===== src/rtl/ctg_map.svh =====
// register map, field positions, reset values and codes of the port tx clock generator
`ifndef CTG_MAP_SVH
`define CTG_MAP_SVH

// clock
`define CTG_MCLK_PERIOD_NS  10

// register indices; the byte address is four times the index
`define CTG_IDX_IRQ2_EN     12'h21a
`define CTG_IDX_TXA_GEN     12'h220
`define CTG_IDX_STATUS      12'h230

// reset values
`define CTG_RST_IRQ2_EN     16'h0000
`define CTG_RST_TXA_GEN     16'h0403

// clock generation fields
`define CTG_DIV_MSB         5
`define CTG_DIV_LSB         0
`define CTG_LOAD_BIT        6
`define CTG_INV_BIT         7
`define CTG_SRC_MSB         10
`define CTG_SRC_LSB         8
`define CTG_OE_BIT          11
`define CTG_PRESENT_BIT     12
`define CTG_RUN_BIT         13
`define CTG_RSVD_MASK       16'h3fff

// source codes
`define CTG_SRC_TX_A        3'h0
`define CTG_SRC_TX_B        3'h1
`define CTG_SRC_TX_C        3'h2
`define CTG_SRC_RX_A        3'h3
`define CTG_SRC_RX_B        3'h4
`define CTG_SRC_RX_C        3'h5
`define CTG_SRC_MEM         3'h6
`define CTG_NUM_SRC         7

// bus widths and responses
`define CTG_ADDR_W          14
`define CTG_RESP_OKAY       2'h0
`define CTG_RESP_SLVERR     2'h2

`endif


===== src/rtl/ctg_pkg.sv =====
// types shared by the port tx clock generator
package ctg_pkg;

  // axi4-lite signals driven by the master
  typedef struct packed {
    logic [13:0] awaddr;
    logic        awvalid;
    logic [31:0] wdata;
    logic [3:0]  wstrb;
    logic        wvalid;
    logic        bready;
    logic [13:0] araddr;
    logic        arvalid;
    logic        rready;
  } ctg_axi_req_t;

  // axi4-lite signals driven by this slave
  typedef struct packed {
    logic        awready;
    logic        wready;
    logic [1:0]  bresp;
    logic        bvalid;
    logic        arready;
    logic [31:0] rdata;
    logic [1:0]  rresp;
    logic        rvalid;
  } ctg_axi_rsp_t;

  // clock generation register layout, msb first
  typedef struct packed {
    logic [1:0]  rsvd;
    logic        div_run;
    logic        present;
    logic        oe;
    logic [2:0]  src;
    logic        inv;
    logic        load_now;
    logic [5:0]  div;
  } ctg_clkgen_t;

endpackage


===== src/rtl/ctg_divider.sv =====
// edge-counting divider for the port tx clock
`timescale 1ns/1ps
`default_nettype none
module ctg_divider #(
  parameter int DIV_W = 6
) (
  // clock and reset
  input  wire logic             mclk,
  input  wire logic             rstn,
  // control
  input  wire logic             run,
  input  wire logic             load_now,
  input  wire logic [DIV_W-1:0] div_new,
  // selected source, already synchronised
  input  wire logic             src_level,
  input  wire logic             src_rise,
  input  wire logic             src_fall,
  // result
  output logic                  clk_level,
  output logic [DIV_W-1:0]      active_div,
  output logic                  waiting
);

  logic [DIV_W:0]   cnt;
  logic [DIV_W-1:0] eff;
  logic [DIV_W:0]   last;
  logic             bypass;

  // zero and one both mean the source itself
  assign bypass = (active_div <= DIV_W'(1));
  assign eff    = bypass ? DIV_W'(1) : active_div;
  // one period spans two edges per source period
  assign last   = (DIV_W+1)'({eff, 1'b0} - 1'b1);

  // counter over both source edges; cnt 0 always falls on a rising edge
  always_ff @(posedge mclk) begin
    if (!rstn || !run) begin
      cnt        <= '0;
      active_div <= div_new;
      waiting    <= 1'b1;
    end else if (load_now) begin
      // restart mid-period: the output may show a runt pulse
      cnt        <= '0;
      active_div <= div_new;
      waiting    <= 1'b1;
    end else if (waiting) begin
      if (src_rise) begin
        cnt        <= '0;
        active_div <= div_new;
        waiting    <= 1'b0;
      end
    end else if (src_rise || src_fall) begin
      if (cnt == last) begin
        // period boundary, the only point outside a load or restart where a new divisor is taken
        cnt        <= '0;
        active_div <= div_new;
      end else begin
        cnt <= cnt + 1'b1;
      end
    end
  end

  // high for eff edges out of 2*eff: odd values carry the source's uneven halves
  always_comb begin
    if (waiting) begin
      clk_level = 1'b0;
    end else if (bypass) begin
      clk_level = src_level;
    end else begin
      clk_level = (cnt < {1'b0, eff});
    end
  end

endmodule
`default_nettype wire


===== src/rtl/ctg_clock_gen.sv =====
// port tx clock generator: axi4-lite registers, source selection and pin drive
//
// The AXI4-Lite register port was chosen for this implementation.
`timescale 1ns/1ps
`default_nettype none
`include "ctg_map.svh"
module ctg_clock_gen #(
  parameter int NUM_SRC = `CTG_NUM_SRC,
  parameter int DIV_W   = 6
) (
  // clock and reset
  input  wire logic                  mclk,
  input  wire logic                  rstn,
  // register bus
  input  wire ctg_pkg::ctg_axi_req_t axi_req,
  output var  ctg_pkg::ctg_axi_rsp_t axi_rsp,
  // candidate sources: tx a-c, rx a-c, memory clock
  input  wire logic [NUM_SRC-1:0]    source_pins,
  // port tx clock pin
  output logic                       tx_clk_out,
  output logic                       tx_clk_oe
);
  import ctg_pkg::*;

  localparam int AW = `CTG_ADDR_W;

  // register state
  ctg_clkgen_t      gen;
  logic [15:0]      irq2_en;
  logic             load_pulse;

  // write channel state
  logic             aw_held;
  logic             w_held;
  logic [AW-1:0]    aw_addr;
  logic [31:0]      w_data;
  logic [3:0]       w_strb;
  logic             bvalid;
  logic [1:0]       bresp;
  logic             wr_fire;
  logic [AW-3:0]    wr_idx;
  logic             wr_irq2;
  logic             wr_gen;

  // read channel state
  logic             rvalid;
  logic [31:0]      rdata;
  logic [1:0]       rresp;
  logic             rd_fire;
  logic [AW-3:0]    rd_idx;

  // source path
  logic [NUM_SRC-1:0] sync_a;
  logic [NUM_SRC-1:0] sync_b;
  logic [NUM_SRC-1:0] sync_c;
  logic             sel_ok;
  logic             sel_now;
  logic             sel_prev;
  logic             src_rise;
  logic             src_fall;

  // divider results
  logic             div_clk;
  logic [DIV_W-1:0] active_div;
  logic             div_waiting;
  logic [31:0]      status_word;

  // merge the two low byte lanes of a write into a 16-bit register
  function automatic logic [15:0] lane_merge(input logic [15:0] old_val,
                                             input logic [31:0] data,
                                             input logic [3:0]  strb);
    logic [15:0] res;
    res = old_val;
    if (strb[0]) begin
      res[7:0] = data[7:0];
    end
    if (strb[1]) begin
      res[15:8] = data[15:8];
    end
    return res;
  endfunction

  // ---------------- write channel ----------------

  // address and data are taken independently, in either order
  assign axi_rsp.awready = !aw_held && !bvalid;
  assign axi_rsp.wready  = !w_held && !bvalid;
  assign axi_rsp.bvalid  = bvalid;
  assign axi_rsp.bresp   = bresp;

  assign wr_fire = aw_held && w_held && !bvalid;
  assign wr_idx  = aw_addr[AW-1:2];
  assign wr_irq2 = wr_fire && (wr_idx == `CTG_IDX_IRQ2_EN);
  assign wr_gen  = wr_fire && (wr_idx == `CTG_IDX_TXA_GEN);

  // hold the write address until the data has also arrived
  always_ff @(posedge mclk) begin
    if (!rstn) begin
      aw_held <= 1'b0;
      aw_addr <= '0;
    end else if (axi_req.awvalid && axi_rsp.awready) begin
      aw_held <= 1'b1;
      aw_addr <= axi_req.awaddr;
    end else if (wr_fire) begin
      aw_held <= 1'b0;
    end
  end

  // hold the write data until the address has also arrived
  always_ff @(posedge mclk) begin
    if (!rstn) begin
      w_held <= 1'b0;
      w_data <= '0;
      w_strb <= '0;
    end else if (axi_req.wvalid && axi_rsp.wready) begin
      w_held <= 1'b1;
      w_data <= axi_req.wdata;
      w_strb <= axi_req.wstrb;
    end else if (wr_fire) begin
      w_held <= 1'b0;
    end
  end

  // write response; the read-only status word and holes answer slverr
  always_ff @(posedge mclk) begin
    if (!rstn) begin
      bvalid <= 1'b0;
      bresp  <= `CTG_RESP_OKAY;
    end else if (wr_fire) begin
      bvalid <= 1'b1;
      bresp  <= (wr_irq2 || wr_gen) ? `CTG_RESP_OKAY : `CTG_RESP_SLVERR;
    end else if (axi_req.bready) begin
      bvalid <= 1'b0;
    end
  end

  // ---------------- registers ----------------

  // interrupt source enables: plain storage, all 16 bits kept
  always_ff @(posedge mclk) begin
    if (!rstn) begin
      irq2_en <= `CTG_RST_IRQ2_EN;
    end else if (wr_irq2) begin
      irq2_en <= lane_merge(irq2_en, w_data, w_strb);
    end
  end

  // clock generation register; the load bit and reserved bits are never stored
  always_ff @(posedge mclk) begin
    if (!rstn) begin
      gen <= ctg_clkgen_t'(`CTG_RST_TXA_GEN);
    end else if (wr_gen) begin
      gen <= ctg_clkgen_t'(lane_merge(16'(gen), w_data, w_strb)
                           & `CTG_RSVD_MASK
                           & ~(16'h0001 << `CTG_LOAD_BIT));
    end
  end

  // self-clearing immediate load: a single-cycle pulse into the divider
  always_ff @(posedge mclk) begin
    if (!rstn) begin
      load_pulse <= 1'b0;
    end else begin
      load_pulse <= wr_gen && w_strb[0] && w_data[`CTG_LOAD_BIT];
    end
  end

  // ---------------- read channel ----------------

  assign axi_rsp.arready = !rvalid;
  assign axi_rsp.rvalid  = rvalid;
  assign axi_rsp.rdata   = rdata;
  assign axi_rsp.rresp   = rresp;

  assign rd_fire = axi_req.arvalid && axi_rsp.arready;
  assign rd_idx  = axi_req.araddr[AW-1:2];

  // live state: pin level, divider waiting, selected source, divisor in use
  assign status_word = {16'h0000,
                        2'b00, active_div,
                        4'h0, sel_ok, sel_now, div_waiting, tx_clk_out};

  // one read at a time; data is registered with its valid
  always_ff @(posedge mclk) begin
    if (!rstn) begin
      rvalid <= 1'b0;
      rdata  <= '0;
      rresp  <= `CTG_RESP_OKAY;
    end else if (rd_fire) begin
      rvalid <= 1'b1;
      rresp  <= `CTG_RESP_OKAY;
      case (rd_idx)
        `CTG_IDX_IRQ2_EN: begin
          rdata <= {16'h0000, irq2_en};
        end
        `CTG_IDX_TXA_GEN: begin
          rdata <= {16'h0000, 16'(gen)};
        end
        `CTG_IDX_STATUS: begin
          rdata <= status_word;
        end
        default: begin
          rdata <= '0;
          rresp <= `CTG_RESP_SLVERR;
        end
      endcase
    end else if (axi_req.rready) begin
      rvalid <= 1'b0;
    end
  end

  // ---------------- source selection ----------------

  // every source pin is foreign to mclk; the third stage only feeds edge detection
  for (genvar i = 0; i < NUM_SRC; i++) begin : g_sync
    always_ff @(posedge mclk) begin
      if (!rstn) begin
        sync_a[i] <= 1'b0;
        sync_b[i] <= 1'b0;
        sync_c[i] <= 1'b0;
      end else begin
        sync_a[i] <= source_pins[i];
        sync_b[i] <= sync_a[i];
        sync_c[i] <= sync_b[i];
      end
    end
  end

  // code 111 selects nothing and the divider sees a quiet line
  assign sel_ok   = (gen.src <= `CTG_SRC_MEM);
  assign sel_now  = sel_ok ? sync_b[gen.src] : 1'b0;
  assign sel_prev = sel_ok ? sync_c[gen.src] : 1'b0;
  assign src_rise = sel_now && !sel_prev;
  assign src_fall = !sel_now && sel_prev;

  // the divider counts source edges on mclk, so sources must stay well below 50 mhz
  ctg_divider #(
    .DIV_W      (DIV_W)
  ) u_divider (
    .mclk       (mclk),
    .rstn       (rstn),
    .run        (gen.div_run),
    .load_now   (load_pulse),
    .div_new    (gen.div),
    .src_level  (sel_now),
    .src_rise   (src_rise),
    .src_fall   (src_fall),
    .clk_level  (div_clk),
    .active_div (active_div),
    .waiting    (div_waiting)
  );

  // ---------------- pin drive ----------------

  // registered so the pin never sees combinational hazards of the mux
  always_ff @(posedge mclk) begin
    if (!rstn) begin
      tx_clk_out <= 1'b0;
    end else begin
      tx_clk_out <= div_clk ^ gen.inv;
    end
  end

  // enable follows the register bit; the present bit is software bookkeeping only
  always_ff @(posedge mclk) begin
    if (!rstn) begin
      tx_clk_oe <= 1'b0;
    end else begin
      tx_clk_oe <= gen.oe;
    end
  end

endmodule
`default_nettype wire


===== config.mk =====
export PLATFORM = sky130hd
export DESIGN_NAME = ctg_clock_gen
export DESIGN_NICKNAME = d
export VERILOG_FILES = /design/src/rtl/ctg_pkg.sv /design/src/rtl/ctg_divider.sv /design/src/rtl/ctg_clock_gen.sv
export VERILOG_INCLUDE_DIRS = /design/src /design/src/rtl
export SDC_FILE = /design/constraint.sdc
export NUM_CORES = 1
export LEC_CHECK = 0
export ABC_AREA = 0
export BUFFER_PORTS_ARGS = -buffer_cell sky130_fd_sc_hd__clkbuf_2
export CAP_MARGIN = 10
export CORE_MARGIN = 3
export CORE_UTILIZATION = 40
export CTS_CLUSTER_SIZE = 40
export DETAILED_ROUTE_END_ITERATION = 10
export GPL_ROUTABILITY_DRIVEN = 0
export HOLD_SLACK_MARGIN = 0.05
export PLACE_DENSITY = 0.66
export SETUP_SLACK_MARGIN = 0.4
export SLEW_MARGIN = 20
export SYNTH_ARGS = -nofsm -noshare
export SYNTH_HDL_FRONTEND = slang
export SYNTH_SLANG_ARGS = --single-unit

===== constraint.sdc =====
create_clock -name mclk -period 4.5 [get_ports mclk]
set_clock_uncertainty 0.05 [all_clocks]
set_input_delay 0.45 -clock mclk [delete_from_list [all_inputs] [get_ports mclk]]
set_output_delay 0.45 -clock mclk [all_outputs]
set_load 0.1 [all_outputs]

# Word level (Yosys, flattened, before mapping)
# Cells that the tools add are included.
# Widths: inputs -> output; s select.
classes:
  addsub: 2
  magnitude_cmp: 4
  n_eq_ne: 8
  muxes: 31
  bitwise: 1
  reduce_logical: 39
ops:
  columns: ["op", "count"]
  rows:
  - ["$eq 12x10->1 const B", 5]
  - ["$pmux 16 s3", 1]
  - ["$mux 6", 7]
  - ["$mux 7", 4]
  - ["$mux 1", 15]
  - ["$logic_and 1x1->1", 13]
  - ["$reduce_and 2->1", 5]
  - ["$reduce_bool 2->1", 5]
  - ["$logic_not 1->1", 8]
  - ["$reduce_bool 4->1", 2]
  - ["$add 7x1->7 const B", 1]
  - ["$eq 7x7->1", 1]
  - ["$lt 7x6->1", 1]
  - ["$sub 7x1->7 const B", 1]
  - ["$bmux 1 s3", 2]
  - ["$le 6x1->1 const B", 1]
  - ["$lt 3x4->1 const B", 1]
  - ["$mux 2", 2]
  - ["$ne 4x3->1 const B", 1]
  - ["$le 3x3->1 const B", 1]
  - ["$logic_or 1x1->1", 3]
  - ["$reduce_and 3->1", 1]
  - ["$reduce_or 3->1", 1]
  - ["$ne 2x1->1 const B", 1]
  - ["other kinds (2)", 2]
word_totals:
  reg_bits: 139
  in_bits: 78
  output_inout_bits: 43
  elab_cells: 130

# Logic depth before layout (Yosys ltp)
# Gate-level depths: netlist (run 1).
depth:
  word_depth: 10
  mapped_depth: 12
  depth_no_buf: 11

# Cells and area by module
# Synthesis (run 1) repeated with hierarchy kept, for this count alone.
unflattened:
  hier_cells: 576
  hier_area_um2: 5328.9
modules_own_cells:
  columns: ["mod", "n_inst", "cells_per_inst", "area_per_inst_um2", "seq_area_each_um2"]
  rows:
  - ["ctg_clock_gen", 1, 471, 4327.9, 2102.0]
  - ["ctg_divider", 1, 105, 1001.0, 340.3]

# Worst setup path before layout (run 1)
# No wires, ideal clock.
synth_path:
  kind: "register to register"
  from: "register bvalid"
  to: "register w_data[10]"
  t_arrival_ns: 2.560
  required_time_ns: 4.328
  path_slack_ns: 1.768
  stages_incl_launch_ff: 6
  path_buffers: 1
  period_less_slack_ns: 2.732
  path_cell_list: "dfxtp_1 -> nor2_1 -> nand2_1 -> clkbuf_1 -> nand2_1 -> a21boi_0"
synth_rtl:
  columns: ["element", "line_no", "source"]
  rows:
  - ["start: declaration", "ctg_clock_gen.sv:38", "logic bvalid;"]
  - ["start signal: assignment", "ctg_clock_gen.sv:127", "bvalid <= 1'b0;"]
  - ["start signal: assignment", "ctg_clock_gen.sv:130", "bvalid <= 1'b1;"]
  - ["start signal: assignment", "ctg_clock_gen.sv:133", "bvalid <= 1'b0;"]
  - ["end signal: assignment", "ctg_clock_gen.sv:117", "w_data <= axi_req.wdata;"]
  - ["end: declaration", "ctg_clock_gen.sv:36", "logic [31:0] w_data;"]

# Worst setup path in the final report (run 1)
layout_path:
  from: "register gen[8] in the netlist's numbering"
  to: "register u_divider.cnt[5]"
layout_via:
  elab_chain_len: 8
  elab_cells_between_ends: 15
layout_lines:
  columns: ["element", "line_no", "source"]
  rows:
  - ["start: declaration", "ctg_clock_gen.sv:28", "ctg_clkgen_t gen;"]
  - ["start signal: assignment", "ctg_clock_gen.sv:151", "gen <= ctg_clkgen_t'(`CTG_RST_TXA_GEN);"]
  - ["start signal: assignment", "ctg_clock_gen.sv:153", "gen <= ctg_clkgen_t'(lane_merge(16'(gen), w_data, w_strb)"]
  - ["$bmux 1 s3, on equally long branches", "ctg_clock_gen.sv:232, ctg_clock_gen.sv:231", null]
  - ["$mux 1, on equally long branches (2 in series)", "ctg_clock_gen.sv:232, ctg_clock_gen.sv:231", null]
  - ["$logic_not 1->1, on equally long branches", "ctg_clock_gen.sv:233, ctg_clock_gen.sv:234", null]
  - ["$logic_and 1x1->1, on equally long branches", "ctg_clock_gen.sv:233, ctg_clock_gen.sv:234", null]
  - ["$logic_or 1x1->1", "ctg_divider.sv:52", "end else if (src_rise || src_fall) begin"]
  - ["$reduce_bool 2->1 (no line)", null, null]
  - ["$reduce_and 2->1 (no line) *", null, null]
  - ["end signal: assignment", "ctg_divider.sv:58", "cnt <= cnt + 1'b1;"]
  - ["end: declaration", "ctg_divider.sv:24", "logic [DIV_W:0] cnt;"]
# Every way passes the cells marked *; elsewhere a longest branch is shown, timed or not. The select of a mux whose other input is x is not followed.
# A chain may end at the register's enable or synchronous reset.

==> results of run 1 <==
[cells in the mapped netlist, types with 6 or more instances]
library cell  count
a21boi_0         37
a21oi_1          18
a221oi_1          8
a22o_1            9
and2_1           24
buf_4            22
clkbuf_1         16
dfxtp_1         113
edfxtp_1          6
ha_1              8
inv_1            10
mux2i_1          34
nand2_1          84
nand2b_1          6
nand3_1          10
nor2_1           20
nor2b_1          34
nor3b_1           9
o21ai_0           7
[power breakdown]
part           switching (W)  internal, W  total, W  leakage [nW]
registers          0.0000185      0.00109   0.00111         0.985
logic               0.000171    0.0000553  0.000226          1.42
clock network       0.000444     0.000781   0.00123         0.263
[cell type report]
type / count / area (um2) / share of cell area
sequential: 119 / 2440 / 0.390
timing repair buffer: 82 / 415 / 0.0664
tap: 172 / 215 / 0.0344
inverter: 10 / 37.5 / 0.00600
clock buffer: 23 / 468 / 0.0748
clock inverter: 9 / 77.6 / 0.0124
multi-input combinational: 387 / 2600 / 0.416
[cells by family after synthesis]
family          count (synthesis)  synth area share
flops                         119             0.461
xor+xnor                        7            0.0116
compound gates                106             0.150
buf+inv                        56            0.0607
fa+ha+maj                       8            0.0189
simple gates                  212             0.225
mux                            36            0.0727
other cells                     1          0.000707
[state kept, by name, indices dropped and copies added (netlist names), 2 cells and up]
register and count:
aw_addr 12, gen 13, irq2_en 16, rdata 16
sync_a 7, sync_b 7, sync_c 7, u_divider.active_div 6
u_divider.cnt 7, w_data 16, w_strb 2
[metal layers]
| layer | wire length (um) | GRT usage | share of wire |
|---|---|---|---|
| met1 | 5000 | 0.192 | 0.44 |
| met2 | 5530 | 0.264 | 0.49 |
| met3 | 626 | 0.0438 | 0.055 |
| met4 | 198 | 0.0829 | 0.017 |
| met5 | 0 | 0 | 0 |
[cells in the final DEF (no fill, tap or decap), types with 4 or more instances in the layout]
master / synthesis / layout
a22o_1: 9 / 9
nor2_1: 20 / 20
clkbuf_16: 0 / 17
nand2b_1: 6 / 6
clkbuf_2: 0 / 80
dfxtp_1: 113 / 113
nor2b_1: 34 / 34
a21boi_0: 37 / 37
ha_1: 8 / 8
and2_1: 24 / 24
xor2_1: 5 / 5
nor3b_1: 9 / 9
conb_1: 1 / 18
nand3_1: 10 / 10
nand2_1: 84 / 84
mux2i_1: 34 / 34
a21oi_1: 18 / 18
clkinv_2: 0 / 5
inv_1: 10 / 10
o21ai_0: 7 / 7
clkbuf_1: 16 / 4
edfxtp_1: 6 / 6
a221oi_1: 8 / 8
[worst max-delay path by stage]
stage | from | endpoint | slack (ns) | depth (start not counted)
floorplan | bvalid$_SDFFE_PN0P_ | w_data[10]$_SDFFE_PN0P_ | 1.77 | 5
global placement | gen[8]$_SDFFE_PN0P_ | u_divider.active_div[3]$_DFFE_PP_ | 1.71 | 7
detailed placement | gen[8]$_SDFFE_PN0P_ | u_divider.cnt[6]$_SDFFE_PP0P_ | 1.61 | 10
CTS | gen[8]$_SDFFE_PN0P_ | u_divider.cnt[5]$_SDFFE_PP0P_ | 1.61 | 10
global route | gen[8]$_SDFFE_PN0P_ | u_divider.cnt[5]$_SDFFE_PP0P_ | 1.44 | 10
finish | gen[8]$_SDFFE_PN0P_ | u_divider.cnt[5]$_SDFFE_PP0P_ | 1.63 | 10
[worst max-delay path: stages, from the launching register on]
cell and delay (ns):
dfxtp_1 0.50, mux4_2 0.55, nor2_1 0.10, a21oi_1 0.12, ha_1 0.37, nor2_1 0.07
a21oi_1 0.49, nor2_1 0.14, nand3_1 0.14, xor2_1 0.17, nor2_1 0.05
[metrics by stage]
stage / setup slack, ns / std cells / area [um2] / hold slack, ns
final: 1.63 / 802 / 6260 / 0.199
after global routing: 1.44 / 802 / 6260 / 0.188
after CTS: 1.61 / 802 / 6260 / 0.184
after detailed placement: 1.61 / 770 / 5710 / 0.371
after global placement: 1.71 / 770 / 5710 / 0.367
after floorplan: 1.77 / 562 / 5370 / 0.362
==> impl_metrics.csv, run 1 <==
group,metric,value,unit
pwr,power,0.00256,W
sta,max_slew_margin,0.455,
synth,synth_top_area_frac,0.427,
sta,rsz0062_at_grt,"false",
synth,yosysWarnings,0,
floorplan,start_util,0.415,
final_layout,antenna_cells,0,
synth,synthArstFlopShare,0,
floorplan,io-pin-count,121,
clock_tree,clk_pin_slew,0.05,ns
global_routing,grt_pass1_wl,18500,um
clock_tree,cts_resized,0,
status,status,"finished, final reports clean",
synth,synth_edf_count,6,
min_path,whs_endpoint,"sync_a[6]$_SDFF_PN0_",
final_layout,postLayoutCoreUtil,0.490,
global_routing,grt_pass1_vias,3896,
floorplan,die_w,121,um
sta,hold_viol_final,0,
pwr,leakage,2.67,nW
synth,synth_seq_area_share,0.461,
clock_tree,post_cts_buffers,0,
job,max_cap_viol_count,0,
synth,ys_ff_latch,119,
routing,drtPass1Iterations,4,
sta,max_clock_freq,0.348,GHz
worst_setup_path,rr_startpoint,"gen[8]$_SDFFE_PN0P_",
synth,synth_flop_cell,"dfxtp_1",
sta,worst_slew_pin_slew,0.818,ns
clock_tree,clock_path_buffers,2,
worst_setup_path,worstPathMaxFanout,8,
routing,drtIter0Drc,192,
synth,netlist_instances,545,
floorplan,core,12800,um2
final_layout,drive_gt1_frac,0.211,
sta,setup_violations,0,
worst_setup_path,reg2reg_to,"u_divider.cnt[5]$_SDFFE_PP0P_",
synth,yosys.area.top_type,"dfxtp_1",
clock_tree,tritoncts_num_sinks,119,
global_routing,overflow,0,
worst_setup_path,r2r_cells,10,
worst_setup_path,r2r_slack,1.63,ns
clock_tree,cts_max_level,4,
clock_tree,cts_root_buffer,"clkbuf_16",
pwr,power.density,410,nW/um2
sta,finalMaxSlewViolations,0,
clock_tree,clock_latency,0.41,ns
clock_tree,cts_tree,"done",
final_layout,nNetsFinal,703,
synth,syn_area,5300,um2
global_routing,grtUsageTotal,0.161,
clock_tree,hold_buffers,0,
synth,syn_avg_cell_area,9.73,um2
final_layout,fillerInstances,1197,
min_path,min_from,"source_pins[6]",
routing,drc,0,
routing,drt.antenna.violating_nets,0,
floorplan,rows,41,
sta,min_period_over_period,0.638,
sta,setup_tns,0,ns
min_path,hold_depth,2,
worst_setup_path,cp-end-kind,"register",
global_routing,grt_max_degree,108,
placed_design,place_hpwl,8240,um
synth,synth_area_leaders,"dfxtp_1 43%, mux2i_1 6.4%, nand2_1 5.9%",
worst_setup_path,required,4.73,ns
min_path,hold_class,"input pin to register",
sta,final.min_clock_period,2.87,ns
worst_setup_path,worstPathArrival,3.10,ns
routing,via_count,3970,
worst_setup_path,crit_path_start_kind,"register",
pwr,ir_drop,0.247,mV
worst_setup_path,path_class,"register to register",
routing,viasPerCell,4.95,
routing,wl_per_cell,14.2,um
clock_tree,cts_buffers,17,
floorplan,die-area,14700,um2
floorplan,die_h,121,um
global_routing,antenna_found_initial,0,
routing,wl,11400,um
final_layout,areaGrowthSynthToFinish,18.0,%
synth,synthDistinctLibCells,56,
placed_design,port-buffer-count,80,
Note: power is estimated with default switching activity, not from simulation.
==> run 2, diff against run 1 <==
- PLACE_DENSITY: 0.66 -> 0.68
- clock period: 4.5 -> 2.6 ns (I/O delays scaled with it)
==> impl_metrics.csv, run 2 (synthesis gave the netlist of run 1 again) <==
group,metric,value,unit
status,status,"finished, final reports clean",
clock_tree,cts_tree,"done",
clock_tree,clock_path_buffers,2,
sta,final.min_clock_period,2.42,ns
routing,drt.antenna.violating_nets,0,
min_path,hold_class,"input pin to register",
placed_design,place_hpwl,8600,um
clock_tree,cts_max_level,4,
sta,max_clock_freq,0.413,GHz
clock_tree,clk_pin_slew,0.05,ns
pwr,ir_drop,0.406,mV
pwr,comb_power_share,0.091,
sta,worst_slew_pin_slew,0.792,ns
routing,wl_per_cell,14.6,um
final_layout,final_cell_area,6830,um2
final_layout,final_cell_mix,"111 x dfxtp_1, 84 x nand2_1, 80 x clkbuf_2",
sta,max_slew_margin,0.472,
pwr,leakage,2.92,nW
routing,wl,12300,um
sta,setup_violations,0,
final_layout,nNetsFinal,748,
sta,setup_tns,0,ns
floorplan,io-pin-count,121,
routing,via_count,4186,
worst_setup_path,crit_chain,"nor4_4 > a21oi_2 > ha_4 > xnor2_2 > nor3_1 > a32o_2 > o2111ai_4 > o21bai_4",
global_routing,grt_pass1_wl,19900,um
final_layout,drive_gt1_frac,0.249,
worst_setup_path,worstPathArrival,2.46,ns
pwr,sw_frac_of_total,0.235,
global_routing,grt_pass1_vias,4154,
pwr,power_frac_seq,0.407,
floorplan,die_h,121,um
worst_setup_path,worstPathMaxFanout,5,
worst_setup_path,path_class,"register to register",
floorplan,die-area,14700,um2
clock_tree,clock_latency,0.40,ns
routing,viasPerCell,4.95,
placed_design,placed_cell_area,5800,um2
pwr,p_switching,0.00111,W
global_routing,grt_max_degree,108,
placed_design,port-buffer-count,80,
floorplan,rows,41,
sta,min_period_over_period,0.931,
global_routing,grtUsageTotal,0.171,
clock_tree,cts_root_buffer,"clkbuf_16",
worst_setup_path,crit_path_start_kind,"register",
clock_tree,cts_buffers,17,
final_layout,areaGrowthSynthToFinish,28.8,%
worst_setup_path,critical_path.max_stage_delay,0.43,ns
final_layout,antenna_cells,0,
sta,finalMaxSlewViolations,0,
final_layout,final_common_cell,"dfxtp_1",
routing,drtIter0Drc,155,
global_routing,overflow,0,
pwr,p_int,0.00362,W
routing,drc,0,
clock_tree,tritoncts_num_sinks,119,
worst_setup_path,slowest_stage,"edfxtp_1",
pwr,power.density,693,nW/um2
final_layout,largestRegisters,"irq2_en x16, rdata x16, w_data x16",
floorplan,die_w,121,um
pwr,clkPwrFrac,0.502,
worst_setup_path,required,2.64,ns
sta,hold_viol_final,0,
floorplan,start_util,0.415,
routing,drtPass1Iterations,4,
min_path,hold_depth,3,
worst_setup_path,cp-end-kind,"register",
job,max_cap_viol_count,0,
floorplan,core,12800,um2
sta,rsz0062_at_grt,"true",
global_routing,antenna_found_initial,0,
worst_setup_path,r2r_cells,8,
run 2: cell types whose count changed in the layout (fill, tap and decap cells not counted), sizes merged:
cell and delta:
buf +19, bufinv +2, clkinvlp -3, dlygate4sd3 +25, o21bai +1
run 2: per-layer routing:
layer / GRT usage / routed length (um) / up-vias
met3: 0.0480 / 609 / 22
li1: - / - / 2088
met4: 0.0659 / 280 / 0
met5: 0 / 0 / -
met1: 0.205 / 5380 / 1960
met2: 0.290 / 6080 / 116
run 2: path summary, 6_finish.rpt:
| check | startpoint | endpoint | slack (ns) |
|---|---|---|---|
| setup / recovery | u_divider.active_div[1]$_DFFE_PP_ | u_divider.active_div[4]$_DFFE_PP_ | 0.18 |
| hold / removal | axi_req[60] | aw_addr[5]$_SDFFE_PN0P_ | 0.06 |
| setup reg to reg | u_divider.active_div[1]$_DFFE_PP_ | u_divider.active_div[4]$_DFFE_PP_ | 0.18 |
| hold reg to reg | sync_a[6]$_SDFF_PN0_ | sync_b[6]$_SDFF_PN0_ | 0.38 |
run 2: power groups by stage:
stage / Clock, W / Combinational [W] / Sequential [W]
after floorplan: 0 / 0.000323 / 0.00197
after global placement: 0 / 0.000390 / 0.00196
after detailed placement: 0 / 0.000398 / 0.00196
after CTS: 0.00241 / 0.000430 / 0.00192
after global routing: 0.00250 / 0.000464 / 0.00193
final: 0.00238 / 0.000432 / 0.00192
run 2: stage by stage:
step | std cells | hold WS [ns] | worst slack (ns) | util | power (W)
5_1_grt | 846 | 0.0608 | 0.0999 | 0.535 | 0.00489
3_5_place_dp | 780 | 0.370 | 0.0654 | 0.454 | 0.00236
6_report | 846 | 0.0575 | 0.178 | 0.535 | 0.00473
3_3_place_gp | 780 | 0.369 | 0.140 | 0.454 | 0.00235
4_1_cts | 841 | 0.0504 | 0.131 | 0.527 | 0.00477
2_1_floorplan | 562 | 0.337 | 0.200 | - | 0.00229
run 2: timing repair:
item                       4_1_cts  5_1_grt
pin swaps                        8       12
gates resized for setup          9       11
setup buffers                    5        4
gates cloned                     1        0
setup endpoints to repair       13       13
hold buffers                    24        1
hold endpoints to repair        24        1
run 2: final cells by class:
cell class / count / area [um2]
Fill cell: 1095 / 5950
Multi-Input combinational cell: 388 / 2700
Sequential cell: 119 / 2450
Timing Repair Buffer: 126 / 820
Clock buffer: 23 / 489
Tap cell: 172 / 215
Clock inverter: 8 / 119
Inverter: 10 / 37.5
run 2: worst max-delay path: cells and delay by family (launching register included):
kind	cells	cell delay [ns]
AO/OA/AOI/OAI	4	0.74
AND/OR/NAND/NOR	2	0.53
flip-flops	1	0.43
adder cells (fa/ha/maj)	1	0.23
XOR/XNOR	1	0.13
